**config.mk**
```make
export PLATFORM = sky130hd
export DESIGN_NAME = pvp_core
export DESIGN_NICKNAME = d
export VERILOG_FILES = /design/src/core/pvp_pkg.sv /design/src/core/pvp_core.sv /design/src/core/pvp_sync.sv
export SDC_FILE = /design/constraint.sdc
export NUM_CORES = 1
export LEC_CHECK = 0
export BUFFER_PORTS_ARGS = -buffer_cell sky130_fd_sc_hd__clkbuf_2
export CORE_MARGIN = 5
export CORE_UTILIZATION = 60
export DETAILED_ROUTE_END_ITERATION = 12
export GPL_ROUTABILITY_DRIVEN = 0
export PLACE_DENSITY = 0.8
export SLEW_MARGIN = 20
export SYNTH_ARGS = -nofsm -noshare
export SYNTH_HDL_FRONTEND = slang
export SYNTH_SLANG_ARGS = --single-unit
```
**constraint.sdc**
```tcl
create_clock -name clk_i -period 11.8 [get_ports clk_i]
set_clock_uncertainty 0.2 [all_clocks]
set_input_delay 0 -clock clk_i [delete_from_list [all_inputs] [get_ports clk_i]]
set_output_delay 0 -clock clk_i [all_outputs]
set_load 0.005 [all_outputs]
```
**src/core/pvp_pkg.sv**
```systemverilog
// Constants, types and helpers shared by the parallel video port.
// Assumes a 32-bit AHB-Lite register bus and a single system clock.

package pvp_pkg;

    // Register byte offsets
    localparam logic [7:0] PVP_OFS_CTRL = 8'h00;
    localparam logic [7:0] PVP_OFS_STATUS = 8'h04;
    localparam logic [7:0] PVP_OFS_DELAY = 8'h08;
    localparam logic [7:0] PVP_OFS_COUNT = 8'h0c;
    localparam logic [7:0] PVP_OFS_LINE = 8'h10;
    localparam logic [7:0] PVP_OFS_FRAME = 8'h14;
    localparam logic [7:0] PVP_OFS_DATA = 8'h18;

    // Control field positions
    localparam int PVP_CTRL_EN = 0;
    localparam int PVP_CTRL_FAM = 1;
    localparam int PVP_CTRL_SUB = 2;
    localparam int PVP_CTRL_DIR = 4;
    localparam int PVP_CTRL_WID = 8;
    localparam int PVP_CTRL_FSO = 16;

    // Status bit positions
    localparam int PVP_ST_RXV = 0;
    localparam int PVP_ST_TXE = 1;
    localparam int PVP_ST_OVF = 2;
    localparam int PVP_ST_UNF = 3;
    localparam int PVP_ST_SYNC = 4;
    localparam int PVP_ST_BUSY = 5;
    localparam int PVP_ST_FIELD = 6;
    localparam int PVP_ST_VBL = 7;

    // Reset values
    localparam logic [31:0] PVP_CTRL_RST = 32'h0007_1000;
    localparam logic [15:0] PVP_DELAY_RST = 16'h0000;
    localparam logic [15:0] PVP_COUNT_RST = 16'h0000;
    localparam logic [15:0] PVP_LINE_RST = 16'h0010;
    localparam logic [15:0] PVP_FRAME_RST = 16'h0010;

    // Submode encodings
    localparam logic [1:0] PVP_SUB_IN = 2'h0;
    localparam logic [1:0] PVP_SUB_CAP = 2'h1;
    localparam logic [1:0] PVP_SUB_OUT = 2'h2;
    localparam logic [1:0] PVP_VID_ACT = 2'h0;
    localparam logic [1:0] PVP_VID_VBI = 2'h1;
    localparam logic [1:0] PVP_VID_ENT = 2'h2;

    // Sample widths and video preamble
    localparam logic [4:0] PVP_WID_8 = 5'h08;
    localparam logic [4:0] PVP_WID_10 = 5'h0a;
    localparam logic [4:0] PVP_WID_16 = 5'h10;
    localparam logic [7:0] PVP_PRE_HI = 8'hff;
    localparam logic [7:0] PVP_PRE_LO = 8'h00;
    localparam int PVP_XY_F = 6;
    localparam int PVP_XY_V = 5;
    localparam int PVP_XY_H = 4;

    typedef enum logic [1:0] {PVP_IDLE, PVP_WAIT, PVP_DELAY, PVP_XFER} pvp_state_t;

    // Mask of valid data bits; unsupported widths fall back to 16
    function automatic logic [15:0] pvp_wmask(input logic [4:0] w);
        logic [15:0] m;
        m = 16'hffff;
        if (w == PVP_WID_8)
        begin
            m = 16'h00ff;
        end
        else if (w >= PVP_WID_10 && w < PVP_WID_16)
        begin
            m = 16'hffff >> (5'h10 - w);
        end
        return m;
    endfunction

endpackage

```
**src/core/pvp_core.sv**
```systemverilog
// Parallel video port: general-purpose and embedded-code video modes.
// Registers over AHB-Lite; the port clock is sampled by the system clock.
`timescale 1ns/100ps
module pvp_core
    import pvp_pkg::*;
#(
    parameter int DW = 16,
    parameter int CW = 16
) (
    // Clock and reset
    input wire logic clk_i,
    input wire logic rst_n_i,
    // AHB-Lite slave
    input wire logic hsel_i,
    input wire logic [31:0] haddr_i,
    input wire logic [1:0] htrans_i,
    input wire logic hwrite_i,
    input wire logic [2:0] hsize_i,
    input wire logic [31:0] hwdata_i,
    input wire logic hready_i,
    output logic [31:0] hrdata_o,
    output logic hreadyout_o,
    output logic hresp_o,
    // Port pins
    input wire logic port_clock_i,
    input wire logic [2:0] frame_sync_i,
    output logic [2:0] frame_sync_o,
    output logic [2:0] frame_sync_oe_o,
    input wire logic [DW-1:0] data_i,
    output logic [DW-1:0] data_o,
    output logic data_oe_o
);

    logic [31:0] ctrl_q;
    logic [CW-1:0] delay_q;
    logic [CW-1:0] count_q;
    logic [CW-1:0] line_q;
    logic [CW-1:0] frame_q;
    logic [7:0] addr_q;
    logic wr_q;
    logic rd_q;
    logic [31:0] rdata;
    logic pclk_s;
    logic pclk_prev_q;
    logic [2:0] fs_s;
    logic fs1_prev_q;
    logic [DW-1:0] din_s;
    logic pe;
    pvp_state_t st_q;
    logic [CW-1:0] dcnt_q;
    logic [CW-1:0] scnt_q;
    logic [CW-1:0] col_q;
    logic [CW-1:0] row_q;
    logic [2:0] fs_q;
    logic [DW-1:0] rx_q;
    logic rxv_q;
    logic ovf_q;
    logic unf_q;
    logic [DW-1:0] tx_q;
    logic txf_q;
    logic [1:0] pre_q;
    logic fld_q;
    logic vb_q;
    logic synced_q;
    logic act_q;
    logic [CW-1:0] lines_q;
    logic [DW-1:0] dd_q [3];
    logic [2:0] dv_q;

    // Control decode
    logic en;
    logic fam;
    logic [1:0] sub;
    logic [4:0] wid;
    logic [DW-1:0] wmask;
    logic gp_out;
    logic vid_rx;
    logic vid_tx;
    logic trig;
    logic line_start;
    logic gp_take;
    logic vid_take;
    logic take;
    logic send;
    logic rd_data;
    logic wr_status;
    logic [7:0] w8;
    logic code;
    logic clr;
    logic win;
    logic [7:0] xy;

    assign en = ctrl_q[PVP_CTRL_EN];
    assign fam = ctrl_q[PVP_CTRL_FAM];
    assign sub = ctrl_q[PVP_CTRL_SUB +: 2];
    assign wid = ctrl_q[PVP_CTRL_WID +: 5];
    assign wmask = DW'(pvp_wmask(wid));
    assign gp_out = !fam && sub == PVP_SUB_OUT;
    assign vid_rx = en && fam && !ctrl_q[PVP_CTRL_DIR];
    assign vid_tx = en && fam && ctrl_q[PVP_CTRL_DIR];
    assign pe = pclk_s && !pclk_prev_q;

    // Pins pass four flops, three stages and the filter, before any core logic looks at them
    pvp_sync #(
        .W(DW + 4)
    ) u_sync (
        .clk_i(clk_i),
        .rst_n_i(rst_n_i),
        .async_i({port_clock_i, frame_sync_i, data_i}),
        .stable_o({pclk_s, fs_s, din_s})
    );

    // AHB-Lite address phase capture; reads take one wait state
    always_ff @(posedge clk_i)
    begin
        if (!rst_n_i)
        begin
            addr_q <= 8'h00;
            wr_q <= 1'b0;
            rd_q <= 1'b0;
            hreadyout_o <= 1'b1;
            hresp_o <= 1'b0;
            hrdata_o <= 32'h0000_0000;
        end
        else
        begin
            wr_q <= 1'b0;
            rd_q <= 1'b0;
            hreadyout_o <= 1'b1;
            if (rd_q)
            begin
                hrdata_o <= rdata;
            end
            if (hready_i && hsel_i && htrans_i[1])
            begin
                addr_q <= haddr_i[7:0];
                wr_q <= hwrite_i;
                rd_q <= !hwrite_i;
                hreadyout_o <= hwrite_i;
            end
        end
    end

    assign rd_data = rd_q && addr_q == PVP_OFS_DATA;
    assign wr_status = wr_q && addr_q == PVP_OFS_STATUS;

    // Read multiplexer; unmapped offsets read as zero
    always_comb
    begin
        rdata = 32'h0000_0000;
        case (addr_q)
            PVP_OFS_CTRL: rdata = ctrl_q;
            PVP_OFS_DELAY: rdata[CW-1:0] = delay_q;
            PVP_OFS_COUNT: rdata[CW-1:0] = count_q;
            PVP_OFS_LINE: rdata[CW-1:0] = line_q;
            PVP_OFS_FRAME: rdata[CW-1:0] = frame_q;
            PVP_OFS_DATA: rdata[DW-1:0] = rx_q;
            PVP_OFS_STATUS:
            begin
                rdata[PVP_ST_RXV] = rxv_q;
                rdata[PVP_ST_TXE] = !txf_q;
                rdata[PVP_ST_OVF] = ovf_q;
                rdata[PVP_ST_UNF] = unf_q;
                rdata[PVP_ST_SYNC] = synced_q;
                rdata[PVP_ST_BUSY] = st_q == PVP_DELAY || st_q == PVP_XFER || act_q;
                rdata[PVP_ST_FIELD] = fld_q;
                rdata[PVP_ST_VBL] = vb_q;
            end
            default: rdata = 32'h0000_0000;
        endcase
    end

    // Configuration registers, written in the data phase
    always_ff @(posedge clk_i)
    begin
        if (!rst_n_i)
        begin
            ctrl_q <= PVP_CTRL_RST;
            delay_q <= CW'(PVP_DELAY_RST);
            count_q <= CW'(PVP_COUNT_RST);
            line_q <= CW'(PVP_LINE_RST);
            frame_q <= CW'(PVP_FRAME_RST);
        end
        else if (wr_q)
        begin
            case (addr_q)
                PVP_OFS_CTRL: ctrl_q <= hwdata_i;
                PVP_OFS_DELAY: delay_q <= hwdata_i[CW-1:0];
                PVP_OFS_COUNT: count_q <= hwdata_i[CW-1:0];
                PVP_OFS_LINE: line_q <= hwdata_i[CW-1:0];
                PVP_OFS_FRAME: frame_q <= hwdata_i[CW-1:0];
                default: ;
            endcase
        end
    end

    // Port clock and frame sync one edge history
    always_ff @(posedge clk_i)
    begin
        if (!rst_n_i)
        begin
            pclk_prev_q <= 1'b0;
            fs1_prev_q <= 1'b0;
        end
        else
        begin
            pclk_prev_q <= pclk_s;
            if (pe)
            begin
                fs1_prev_q <= fs_s[0];
            end
        end
    end

    // Line and frame counters that time the generated syncs
    assign line_start = pe && col_q == '0;
    always_ff @(posedge clk_i)
    begin
        if (!rst_n_i || !en || fam)
        begin
            col_q <= '0;
            row_q <= '0;
        end
        else if (pe)
        begin
            col_q <= col_q + CW'(1);
            if (col_q + CW'(1) >= line_q)
            begin
                col_q <= '0;
                row_q <= (row_q + CW'(1) >= frame_q) ? '0 : row_q + CW'(1);
            end
        end
    end

    // Generated syncs: one is line sync, two is frame sync, three marks data
    always_ff @(posedge clk_i)
    begin
        if (!rst_n_i)
        begin
            fs_q <= 3'h0;
        end
        else if (pe)
        begin
            fs_q[0] <= col_q == '0;
            fs_q[1] <= col_q == '0 && row_q == '0;
            fs_q[2] <= st_q == PVP_XFER;
        end
    end

    // Sync pin drivers follow the per-pin direction bits only in enabled general-purpose submodes other than input
    always_ff @(posedge clk_i)
    begin
        if (!rst_n_i)
        begin
            frame_sync_o <= 3'h0;
            frame_sync_oe_o <= 3'h0;
            data_oe_o <= 1'b0;
        end
        else
        begin
            frame_sync_o <= fs_q;
            frame_sync_oe_o <= (en && !fam && sub != PVP_SUB_IN) ?
                ctrl_q[PVP_CTRL_FSO +: 3] : 3'h0;
            data_oe_o <= (en && gp_out) || vid_tx;
        end
    end

    // Trigger: external sync one in input mode, own line start otherwise
    assign trig = (!fam && sub == PVP_SUB_IN) ? (pe && fs_s[0] && !fs1_prev_q) : line_start;

    // Framing sequencer: wait for trigger, delay, move count samples
    always_ff @(posedge clk_i)
    begin
        if (!rst_n_i || !en || fam)
        begin
            st_q <= PVP_IDLE;
            dcnt_q <= '0;
            scnt_q <= '0;
        end
        else
        begin
            unique case (st_q)
                PVP_IDLE: st_q <= PVP_WAIT;
                PVP_WAIT:
                begin
                    if (trig && count_q != '0)
                    begin
                        dcnt_q <= delay_q;
                        scnt_q <= '0;
                        st_q <= (delay_q == '0) ? PVP_XFER : PVP_DELAY;
                    end
                end
                PVP_DELAY:
                begin
                    if (pe)
                    begin
                        dcnt_q <= dcnt_q - CW'(1);
                        if (dcnt_q == CW'(1))
                        begin
                            st_q <= PVP_XFER;
                        end
                    end
                end
                PVP_XFER:
                begin
                    if (pe)
                    begin
                        scnt_q <= scnt_q + CW'(1);
                        if (scnt_q + CW'(1) >= count_q)
                        begin
                            st_q <= PVP_WAIT;
                        end
                    end
                end
            endcase
        end
    end

    // Video preamble tracking on the upper eight bits of a 10-bit sample, the low eight bits at other widths
    assign w8 = (wid == PVP_WID_10) ? din_s[9:2] : din_s[7:0];
    assign code = vid_rx && pe && pre_q == 2'h3;
    assign xy = w8;
    assign clr = code && sub != PVP_VID_ENT;
    assign win = (sub == PVP_VID_ENT) ? synced_q :
        (sub == PVP_VID_VBI) ? (synced_q && vb_q) : act_q;

    always_ff @(posedge clk_i)
    begin
        if (!rst_n_i || !vid_rx)
        begin
            pre_q <= 2'h0;
        end
        else if (pe)
        begin
            if (w8 == PVP_PRE_HI)
            begin
                pre_q <= 2'h1;
            end
            else if (w8 == PVP_PRE_LO && (pre_q == 2'h1 || pre_q == 2'h2))
            begin
                pre_q <= pre_q + 2'h1;
            end
            else
            begin
                pre_q <= 2'h0;
            end
        end
    end

    // Field, blanking and active-line state from each decoded code
    always_ff @(posedge clk_i)
    begin
        if (!rst_n_i || !vid_rx)
        begin
            fld_q <= 1'b0;
            vb_q <= 1'b0;
            synced_q <= 1'b0;
            act_q <= 1'b0;
            lines_q <= '0;
        end
        else if (code)
        begin
            fld_q <= xy[PVP_XY_F];
            vb_q <= xy[PVP_XY_V];
            if (!xy[PVP_XY_F] && fld_q)
            begin
                synced_q <= 1'b1;
                lines_q <= count_q;
            end
            if (xy[PVP_XY_H] || xy[PVP_XY_V])
            begin
                act_q <= 1'b0;
            end
            else if (((!xy[PVP_XY_F] && fld_q) ? count_q : lines_q) != '0)
            begin
                act_q <= 1'b1;
                lines_q <= ((!xy[PVP_XY_F] && fld_q) ? count_q : lines_q) - CW'(1);
            end
        end
    end

    // Three-sample delay line lets a code retract its own preamble
    always_ff @(posedge clk_i)
    begin
        if (!rst_n_i || !vid_rx)
        begin
            dv_q <= 3'h0;
            for (int i = 0; i < 3; i++)
            begin
                dd_q[i] <= '0;
            end
        end
        else if (pe)
        begin
            dd_q[0] <= din_s & wmask;
            dd_q[1] <= dd_q[0];
            dd_q[2] <= dd_q[1];
            dv_q <= {dv_q[1] && !clr, dv_q[0] && !clr, win && !clr};
        end
    end

    // Receive path into the software holding register
    assign gp_take = pe && st_q == PVP_XFER && !fam && !gp_out;
    assign vid_take = vid_rx && pe && dv_q[2] && !clr;
    assign take = gp_take || vid_take;

    always_ff @(posedge clk_i)
    begin
        if (!rst_n_i)
        begin
            rx_q <= '0;
            rxv_q <= 1'b0;
            ovf_q <= 1'b0;
        end
        else
        begin
            if (take)
            begin
                rx_q <= gp_take ? (din_s & wmask) : dd_q[2];
            end
            // A new sample wins over a read in the same cycle
            rxv_q <= take || (rxv_q && !rd_data);
            ovf_q <= (take && rxv_q && !rd_data) ||
                (ovf_q && !(wr_status && hwdata_i[PVP_ST_OVF]));
        end
    end

    // Transmit path from the software holding register to the pins
    assign send = pe && ((st_q == PVP_XFER && gp_out) || vid_tx);

    always_ff @(posedge clk_i)
    begin
        if (!rst_n_i)
        begin
            tx_q <= '0;
            txf_q <= 1'b0;
            unf_q <= 1'b0;
            data_o <= '0;
        end
        else
        begin
            if (wr_q && addr_q == PVP_OFS_DATA)
            begin
                tx_q <= hwdata_i[DW-1:0];
            end
            if (send && txf_q)
            begin
                data_o <= tx_q & wmask;
            end
            // A write landing with a send keeps the word pending
            txf_q <= (wr_q && addr_q == PVP_OFS_DATA) || (txf_q && !send);
            unf_q <= (send && !txf_q) ||
                (unf_q && !(wr_status && hwdata_i[PVP_ST_UNF]));
        end
    end

endmodule // pvp_core

```
**src/core/pvp_sync.sv**
```systemverilog
// Three-stage input synchroniser for pins from outside the clock domain.
// A bit changes at the output only once stages two and three agree.
`timescale 1ns/100ps
module pvp_sync #(
    parameter int W = 1
) (
    // Clock and reset
    input wire logic clk_i,
    input wire logic rst_n_i,
    // Pins
    input wire logic [W-1:0] async_i,
    output logic [W-1:0] stable_o
);

    logic [W-1:0] s1_q;
    logic [W-1:0] s2_q;
    logic [W-1:0] s3_q;

    // Stage one feeds stage two only
    always_ff @(posedge clk_i)
    begin
        if (!rst_n_i)
        begin
            s1_q <= '0;
            s2_q <= '0;
            s3_q <= '0;
        end
        else
        begin
            s1_q <= async_i;
            s2_q <= s1_q;
            s3_q <= s2_q;
        end
    end

    // Per-bit agreement filter rejects single-stage glitches
    always_ff @(posedge clk_i)
    begin
        if (!rst_n_i)
        begin
            stable_o <= '0;
        end
        else
        begin
            stable_o <= (s2_q & s3_q) | (stable_o & (s2_q | s3_q));
        end
    end

endmodule // pvp_sync

```
**Word level (Yosys, flattened, before mapping)**

Memory sizes are Yosys's and may differ from the RTL's.
Cells that the tools add are included.

- Flip-flop bits (word level): 374
- Bits in writable memories: 48
- Output and inout bits: 57
- Memories kept: 1

Memories:

| memory | words | width | read ports | clocked after Yosys merged registers in | write ports | RTL line | source |
|---|---|---|---|---|---|---|---|
| dd_q | 3 | 16 | 3 | 0 | 3 | pvp_core.sv:67 | `logic [DW-1:0] dd_q [3];` |

- Add/sub/neg operators: 7
- $lt $le $gt $ge: 5
- Equal/unequal tests: 24
- Shift-type cells: 1
- Mux-type cells: 40
- Bitwise operators: 9
- Reductions and logical operators: 102

Operator list:

| kind | number |
|---|---|
| $mux W16 | 16 |
| $pmux W16 S2 | 2 |
| $pmux W8 S7 | 1 |
| $add A16 B1 Y16 const B | 3 |
| $ge A16 B16 Y1 | 3 |
| $logic_not A16 Y1 | 3 |
| $pmux W8 S6 | 1 |
| $logic_and A1 B1 Y1 | 46 |
| $and A20 B20 Y20 | 2 |
| $or A20 B20 Y20 | 2 |
| $and A16 B16 Y16 | 2 |
| $reduce_bool A16 Y1 | 2 |
| $sub A16 B1 Y16 const B | 2 |
| $eq A8 B5 Y1 const B | 3 |
| $reduce_and A2 Y1 | 10 |
| $eq A16 B1 Y1 const B | 1 |
| $eq A8 B4 Y1 const B | 2 |
| $logic_not A1 Y1 | 16 |
| $logic_not A8 Y1 | 2 |
| $shr A16 B5 Y16 const A | 1 |
| $logic_or A1 B1 Y1 | 14 |
| $mux W2 | 7 |
| $mux W1 | 11 |
| $eq A2 B2 Y1 const B | 5 |
| other kinds (17) | 31 |

**Logic depth before layout (Yosys ltp)**

- Depth in word-level cells: 11
- Mapped depth: 17
- Mapped depth without buffers: 14

**Hierarchy**

A second synthesis with hierarchy kept.

- Cells, all modules: 2347
- Area total of the unflattened synthesis: 19801.5 sq um

Modules (own cells, without submodules):

| module | times used | cells each | area an instance (sq um) | sequential area each (sq um) |
|---|---|---|---|---|
| pvp_core | 1 | 2139 | 17454.2 | 7327.0 |
| pvp_sync | 1 | 208 | 2347.3 | 1601.5 |

**Least setup slack after synthesis**

Ideal clock, no wire load.

- Path type: reg-to-reg
- Start: register ctrl_q[9]
- End: register lines_q[6]
- Setup time: 0.070 ns
- Arrival time: 3.700 ns
- Data required time: 11.530 ns
- Path slack: 7.829 ns
- Cell stages (with the launch flop): 17
- Period minus slack after synthesis: 3.971 ns
- Path through: dfxtp_1 ha_1 nor4bb_1 buf_2 mux2_2 clkbuf_1 clkbuf_1 a21oi_1 ha_1 nor4b_1 nand4_1 mux2i_1 or4b_1 clkbuf_1 o41ai_2 o22ai_1 a21oi_1

- Word-level cells in the longest chain between the ends: 8

Ends and longest elaborated chain:

| item | RTL line | source |
|---|---|---|
| start: declaration | pvp_core.sv:34 | `logic [31:0] ctrl_q;` |
| start signal: assignment | pvp_core.sv:187 | `PVP_OFS_CTRL: ctrl_q <= hwdata_i;` |
| $eq A5 B4 Y1 (*) | pvp_core.sv:320 | `assign w8 = (wid == PVP_WID_10) ? din_s[9:2] : din_s[7:0];` |
| $mux W8 (*) | pvp_core.sv:320 |  |
| $logic_not A1 Y1 | pvp_core.sv:365, pvp_core.sv:374, pvp_core.sv:377 |  |
| $logic_and A1 B1 Y1 | pvp_core.sv:365, pvp_core.sv:374, pvp_core.sv:377 |  |
| $mux W16 | pvp_core.sv:365, pvp_core.sv:374, pvp_core.sv:377 |  |
| $sub A16 B1 Y16 or $reduce_bool A16 Y1 (tied branches) | pvp_core.sv:377, pvp_core.sv:374 |  |
| $mux W16 | pvp_core.sv:374 | `else if (((!xy[PVP_XY_F] && fld_q) ? count_q : lines_q) != '0)` |
| $mux W16 (*) | pvp_core.sv:370 | `if (xy[PVP_XY_H] \|\| xy[PVP_XY_V])` |
| end signal: assignment | pvp_core.sv:368 | `lines_q <= count_q;` |
| end signal: assignment | pvp_core.sv:377 | `lines_q <= ((!xy[PVP_XY_F] && fld_q) ? count_q : lines_q) - CW'(1);` |
| end: declaration | pvp_core.sv:66 | `logic [CW-1:0] lines_q;` |

Mark *: on every way between the ends. The rest lies on a longest branch, timed or not.
A chain may end at the register's enable or synchronous reset.

**Final worst setup path**

- Start: register ctrl_q[9]
- End: register lines_q[3]

Same word-level chain as after synthesis.

==> run summary <==
The total clock buffers created by CTS came out at 42. The checks that failed: negative hold slack. The region available for standard cell placement spans 31,560 µm². The critical path in this run is classified as flip-flop to flip-flop.

The post-route non-filler standard cell count came out at 2,849. The worst stage delay on the critical path is 0.76 ns. Among all flip-flop cells after synthesis, the most frequent one is sky130_fd_sc_hd__dfxtp_1. The distinct cell type count of the synthesized netlist is 75.

For this run, the top clock speed supported by timing is 0.2091 GHz. The synthesized cell area came out at 19,210 µm². The buffer type at the clock tree root is sky130_fd_sc_hd__clkbuf_16. The via density per instance is 6.410. The fraction of registers with async set/reset came out at 0. Once placement finished, the instance area stood at 19,970 µm². TritonCTS built the clock tree. The count of nets left with antenna violations once routing finished came out at 0.

The flow ran to the end, but the final reports show violations. The dominant delay contributor by cell family on the critical path is multiplexers. In this run the count of I/O pins placed on the die edge is 151. The average cell area after synthesis came out at 8.390 µm². The share of synthesized area occupied by flip-flops and latches is 0.4564. The initial DRC count came out at 2,267. The cell depth of the worst min-delay path came out at 3. The actual slew at the worst max-slew pin is 1.064 ns.

The clock latency on the worst-skew pair is 0.56 ns. The floorplan step defined a die boundary enclosing 35,700 µm². The number of hold violations in the final report was 1. The deepest clock path buffer count is 3.

The hold buffer count at cts came out at 82. The total power after layout came out at 2.860 mW. Global routing finished with a remaining overflow of 0. The clock-pin transition on the worst setup and hold timing paths came out at 0.07 ns. On the final layout, the worst hold slack is -0.001674 ns. The count of final max-slew check failures was 0. The post-cts repair resize count is 0. The critical path data arrival time is 5.04 ns. The maximum fanout along the worst path came out at 28. In this run the power density over the cells is 129.2 nW/µm². The worst hold path belongs to the class primary input to flip-flop. In the final layout, the share of cells above drive strength 1 is 0.09522.

In the global route stage, overall resource usage came out at 0.3111. The sum of net half-perimeters after detailed placement is 37.99 mm. The number of search-and-repair iterations in the first detailed-routing pass came out at 11.

The count of cell instances traversed by the critical path came out at 13. The smallest clock period supported by the final layout is computed as 4.783 ns. The number of buffers added for setup after CTS came out at 0. Row generation in the floorplan step produced 65 rows.

The leakage power of the design came out at 8.316 nW. The width of the die is 188.9 µm. The logic depth of the worst register-to-register path is 13. Traced cell by cell, the critical path runs through ha_1 > nor4bb_2 > buf_4 > mux2i_4 > mux2i_1 > ha_1 > nor4b_1 > nand4_1 > mux2i_1 > nor2_1 > a311oi_1 > o21ai_0 > a21oi_1. Together, buffers and inverters on the worst path number 1.

The final critical-path share of the clock period is 0.4053. The sink count of the clock tree is 414. The top cell types in the final layout, fill and taps aside, are sky130_fd_sc_hd__nand2_1, sky130_fd_sc_hd__dfxtp_1, sky130_fd_sc_hd__a21oi_1, sky130_fd_sc_hd__nand3_1, sky130_fd_sc_hd__clkbuf_2.

The via total after detailed routing came out at 18,260. The wire length after detailed routing is 58.31 mm. The number of warning messages in the yosys log came out at 0.

The number of global-route vias before repair is 17,550. The element type at the critical path end is a flip-flop. The H-tree generated during clock tree synthesis spans 2 levels. When the netlist entered floorplanning its net count stood at 2,451. The reported max-cap violation count came out at 0. The headroom to the max-slew limit came out at 0.2881. The quantity of I/O buffers inserted on ports came out at 119. The detailed-route wire length per cell came out at 20.47 µm. The largest voltage drop on the vdd net came out at 0.1398 mV. The final setup violation count is 0. The number of flip-flops and latches in the synthesized netlist came out at 414. Counting flops with a built-in enable in the synthesized netlist gives 48. The type of element launching the critical path is a flip-flop. The data required time of the worst path is 12.05 ns. The first-pass GRT wire length is 91.41 mm. After routing the design area is 22,140 µm².

Synthesis produced a netlist whose cell count is 2,290. The initial utilization of the core area, before any placement, comes to 0.6088. The signed area change from the synthesized netlist to the final layout came out at 15.25%.

The setup TNS after final layout came out at 0 ns. The number of design rule violations left after detail routing is 0. Setup repair after global routing left no endpoint under its margin. The number of nets in the layout is 2,574. The initial antenna violation count is 1. The vertical die dimension is 188.9 µm. In this run, placement finished with an instance count of 2,689. The maximum number of pins on one net before global-route repair came out at 108. The number of diodes came out at 0.

The largest individual stage delay along the critical path comes from the cell sky130_fd_sc_hd__mux2i_4.
-- Yosys cell counts, types with 7 or more instances --
cell type	count	area share
sky130_fd_sc_hd__a211oi_1	45	0.018
sky130_fd_sc_hd__a21o_1	21	0.0082
sky130_fd_sc_hd__a21oi_1	273	0.071
sky130_fd_sc_hd__a221oi_1	10	0.0046
sky130_fd_sc_hd__a222oi_1	7	0.0036
sky130_fd_sc_hd__a22o_1	16	0.0073
sky130_fd_sc_hd__a22oi_1	30	0.012
sky130_fd_sc_hd__a31oi_1	21	0.0068
sky130_fd_sc_hd__and2_1	73	0.024
sky130_fd_sc_hd__and3_1	64	0.021
sky130_fd_sc_hd__buf_1	9	0.0018
sky130_fd_sc_hd__clkbuf_1	135	0.026
sky130_fd_sc_hd__dfxtp_1	366	0.38
sky130_fd_sc_hd__edfxtp_1	48	0.075
sky130_fd_sc_hd__ha_1	67	0.044
sky130_fd_sc_hd__inv_1	72	0.014
sky130_fd_sc_hd__mux2i_1	20	0.010
sky130_fd_sc_hd__nand2_1	366	0.072
sky130_fd_sc_hd__nand2b_1	43	0.014
sky130_fd_sc_hd__nand3_1	124	0.032
sky130_fd_sc_hd__nand4_1	34	0.011
sky130_fd_sc_hd__nor2_1	85	0.017
sky130_fd_sc_hd__nor2b_1	20	0.0065
sky130_fd_sc_hd__nor3_1	54	0.014
sky130_fd_sc_hd__nor4_1	21	0.0068
sky130_fd_sc_hd__o211ai_1	11	0.0043
sky130_fd_sc_hd__o21ai_0	86	0.022
sky130_fd_sc_hd__o22ai_1	7	0.0023
sky130_fd_sc_hd__o31ai_1	8	0.0031
sky130_fd_sc_hd__o32ai_1	9	0.0041
sky130_fd_sc_hd__or2_2	7	0.0023
sky130_fd_sc_hd__or3_1	17	0.0055
sky130_fd_sc_hd__xnor2_1	27	0.012
sky130_fd_sc_hd__xor2_1	11	0.0050
-- metrics by stage --
stage	setup slack, ns	utilization
after floorplan	7.829	-
after global placement	7.284	0.6328
after detailed placement	7.183	0.6328
after CTS	7.139	0.7015
after global routing	6.745	0.7017
final	7.017	0.7017
-- flip-flops by register name (all words and copies together) (netlist names), 18 cells and up --
register and count:
ctrl_q 32, dd_q 48, hrdata_o 32, u_sync.s1_q 18, u_sync.s2_q 18, u_sync.s3_q 18, u_sync.stable_o 18
-- worst min-delay path, cell delays in order --
cell	delay (ns)
sky130_fd_sc_hd__dlygate4sd3_1	0.52
sky130_fd_sc_hd__clkbuf_2	0.09
sky130_fd_sc_hd__and2_1	0.10
-- layout make-up --
class,count,area [µm²]
well taps,402,503.0
clock buffers,70,1237
inverters,73,279.0
clock inverters,8,111.4
fillers,2397,9414
flip-flops and latches,414,8768
repair buffers,227,1612
multi-input cells,1655,9630
-- where the power goes --
part	internal [mW]	switching [mW]
sequential	1.43	0.00649
combinational	0.0380	0.0608
clock	0.763	0.561
total	2.23	0.629
-- cells by family after synthesis --
kind of cell	count (synthesis)	share of synthesized area
and+or+nand+nor	930	0.2351
AOI/OAI and AO/OA	594	0.1898
DFF	414	0.4564
buffers and inverters	221	0.04357
adders and majority gates	67	0.04363
xor gates and xnor gates	38	0.01732
muxes	25	0.01394
other	1	0.0001952
-- worst paths after layout --
path / startpoint / endpoint / slack, ns
min reg2reg: u_sync.s1_q[14] / u_sync.s2_q[14] / 0.23
max: ctrl_q[9] / lines_q[3] / 7.02
min: port_clock_i / u_sync.s1_q[19] / -0.002
max reg2reg: ctrl_q[9] / lines_q[3] / 7.02
-- per-layer routing --
| metal | global-route usage | up-vias | share of wire |
|---|---|---|---|
| met5 | 0 | - | 0 |
| met4 | 0.1530 | 0 | 0.058 |
| met3 | 0.05955 | 243 | 0.10 |
| met2 | 0.5102 | 1007 | 0.46 |
| met1 | 0.3954 | 8620 | 0.38 |
| li1 | - | 8391 | - |
No activity file was read; power rests on OpenSTA's default activity.
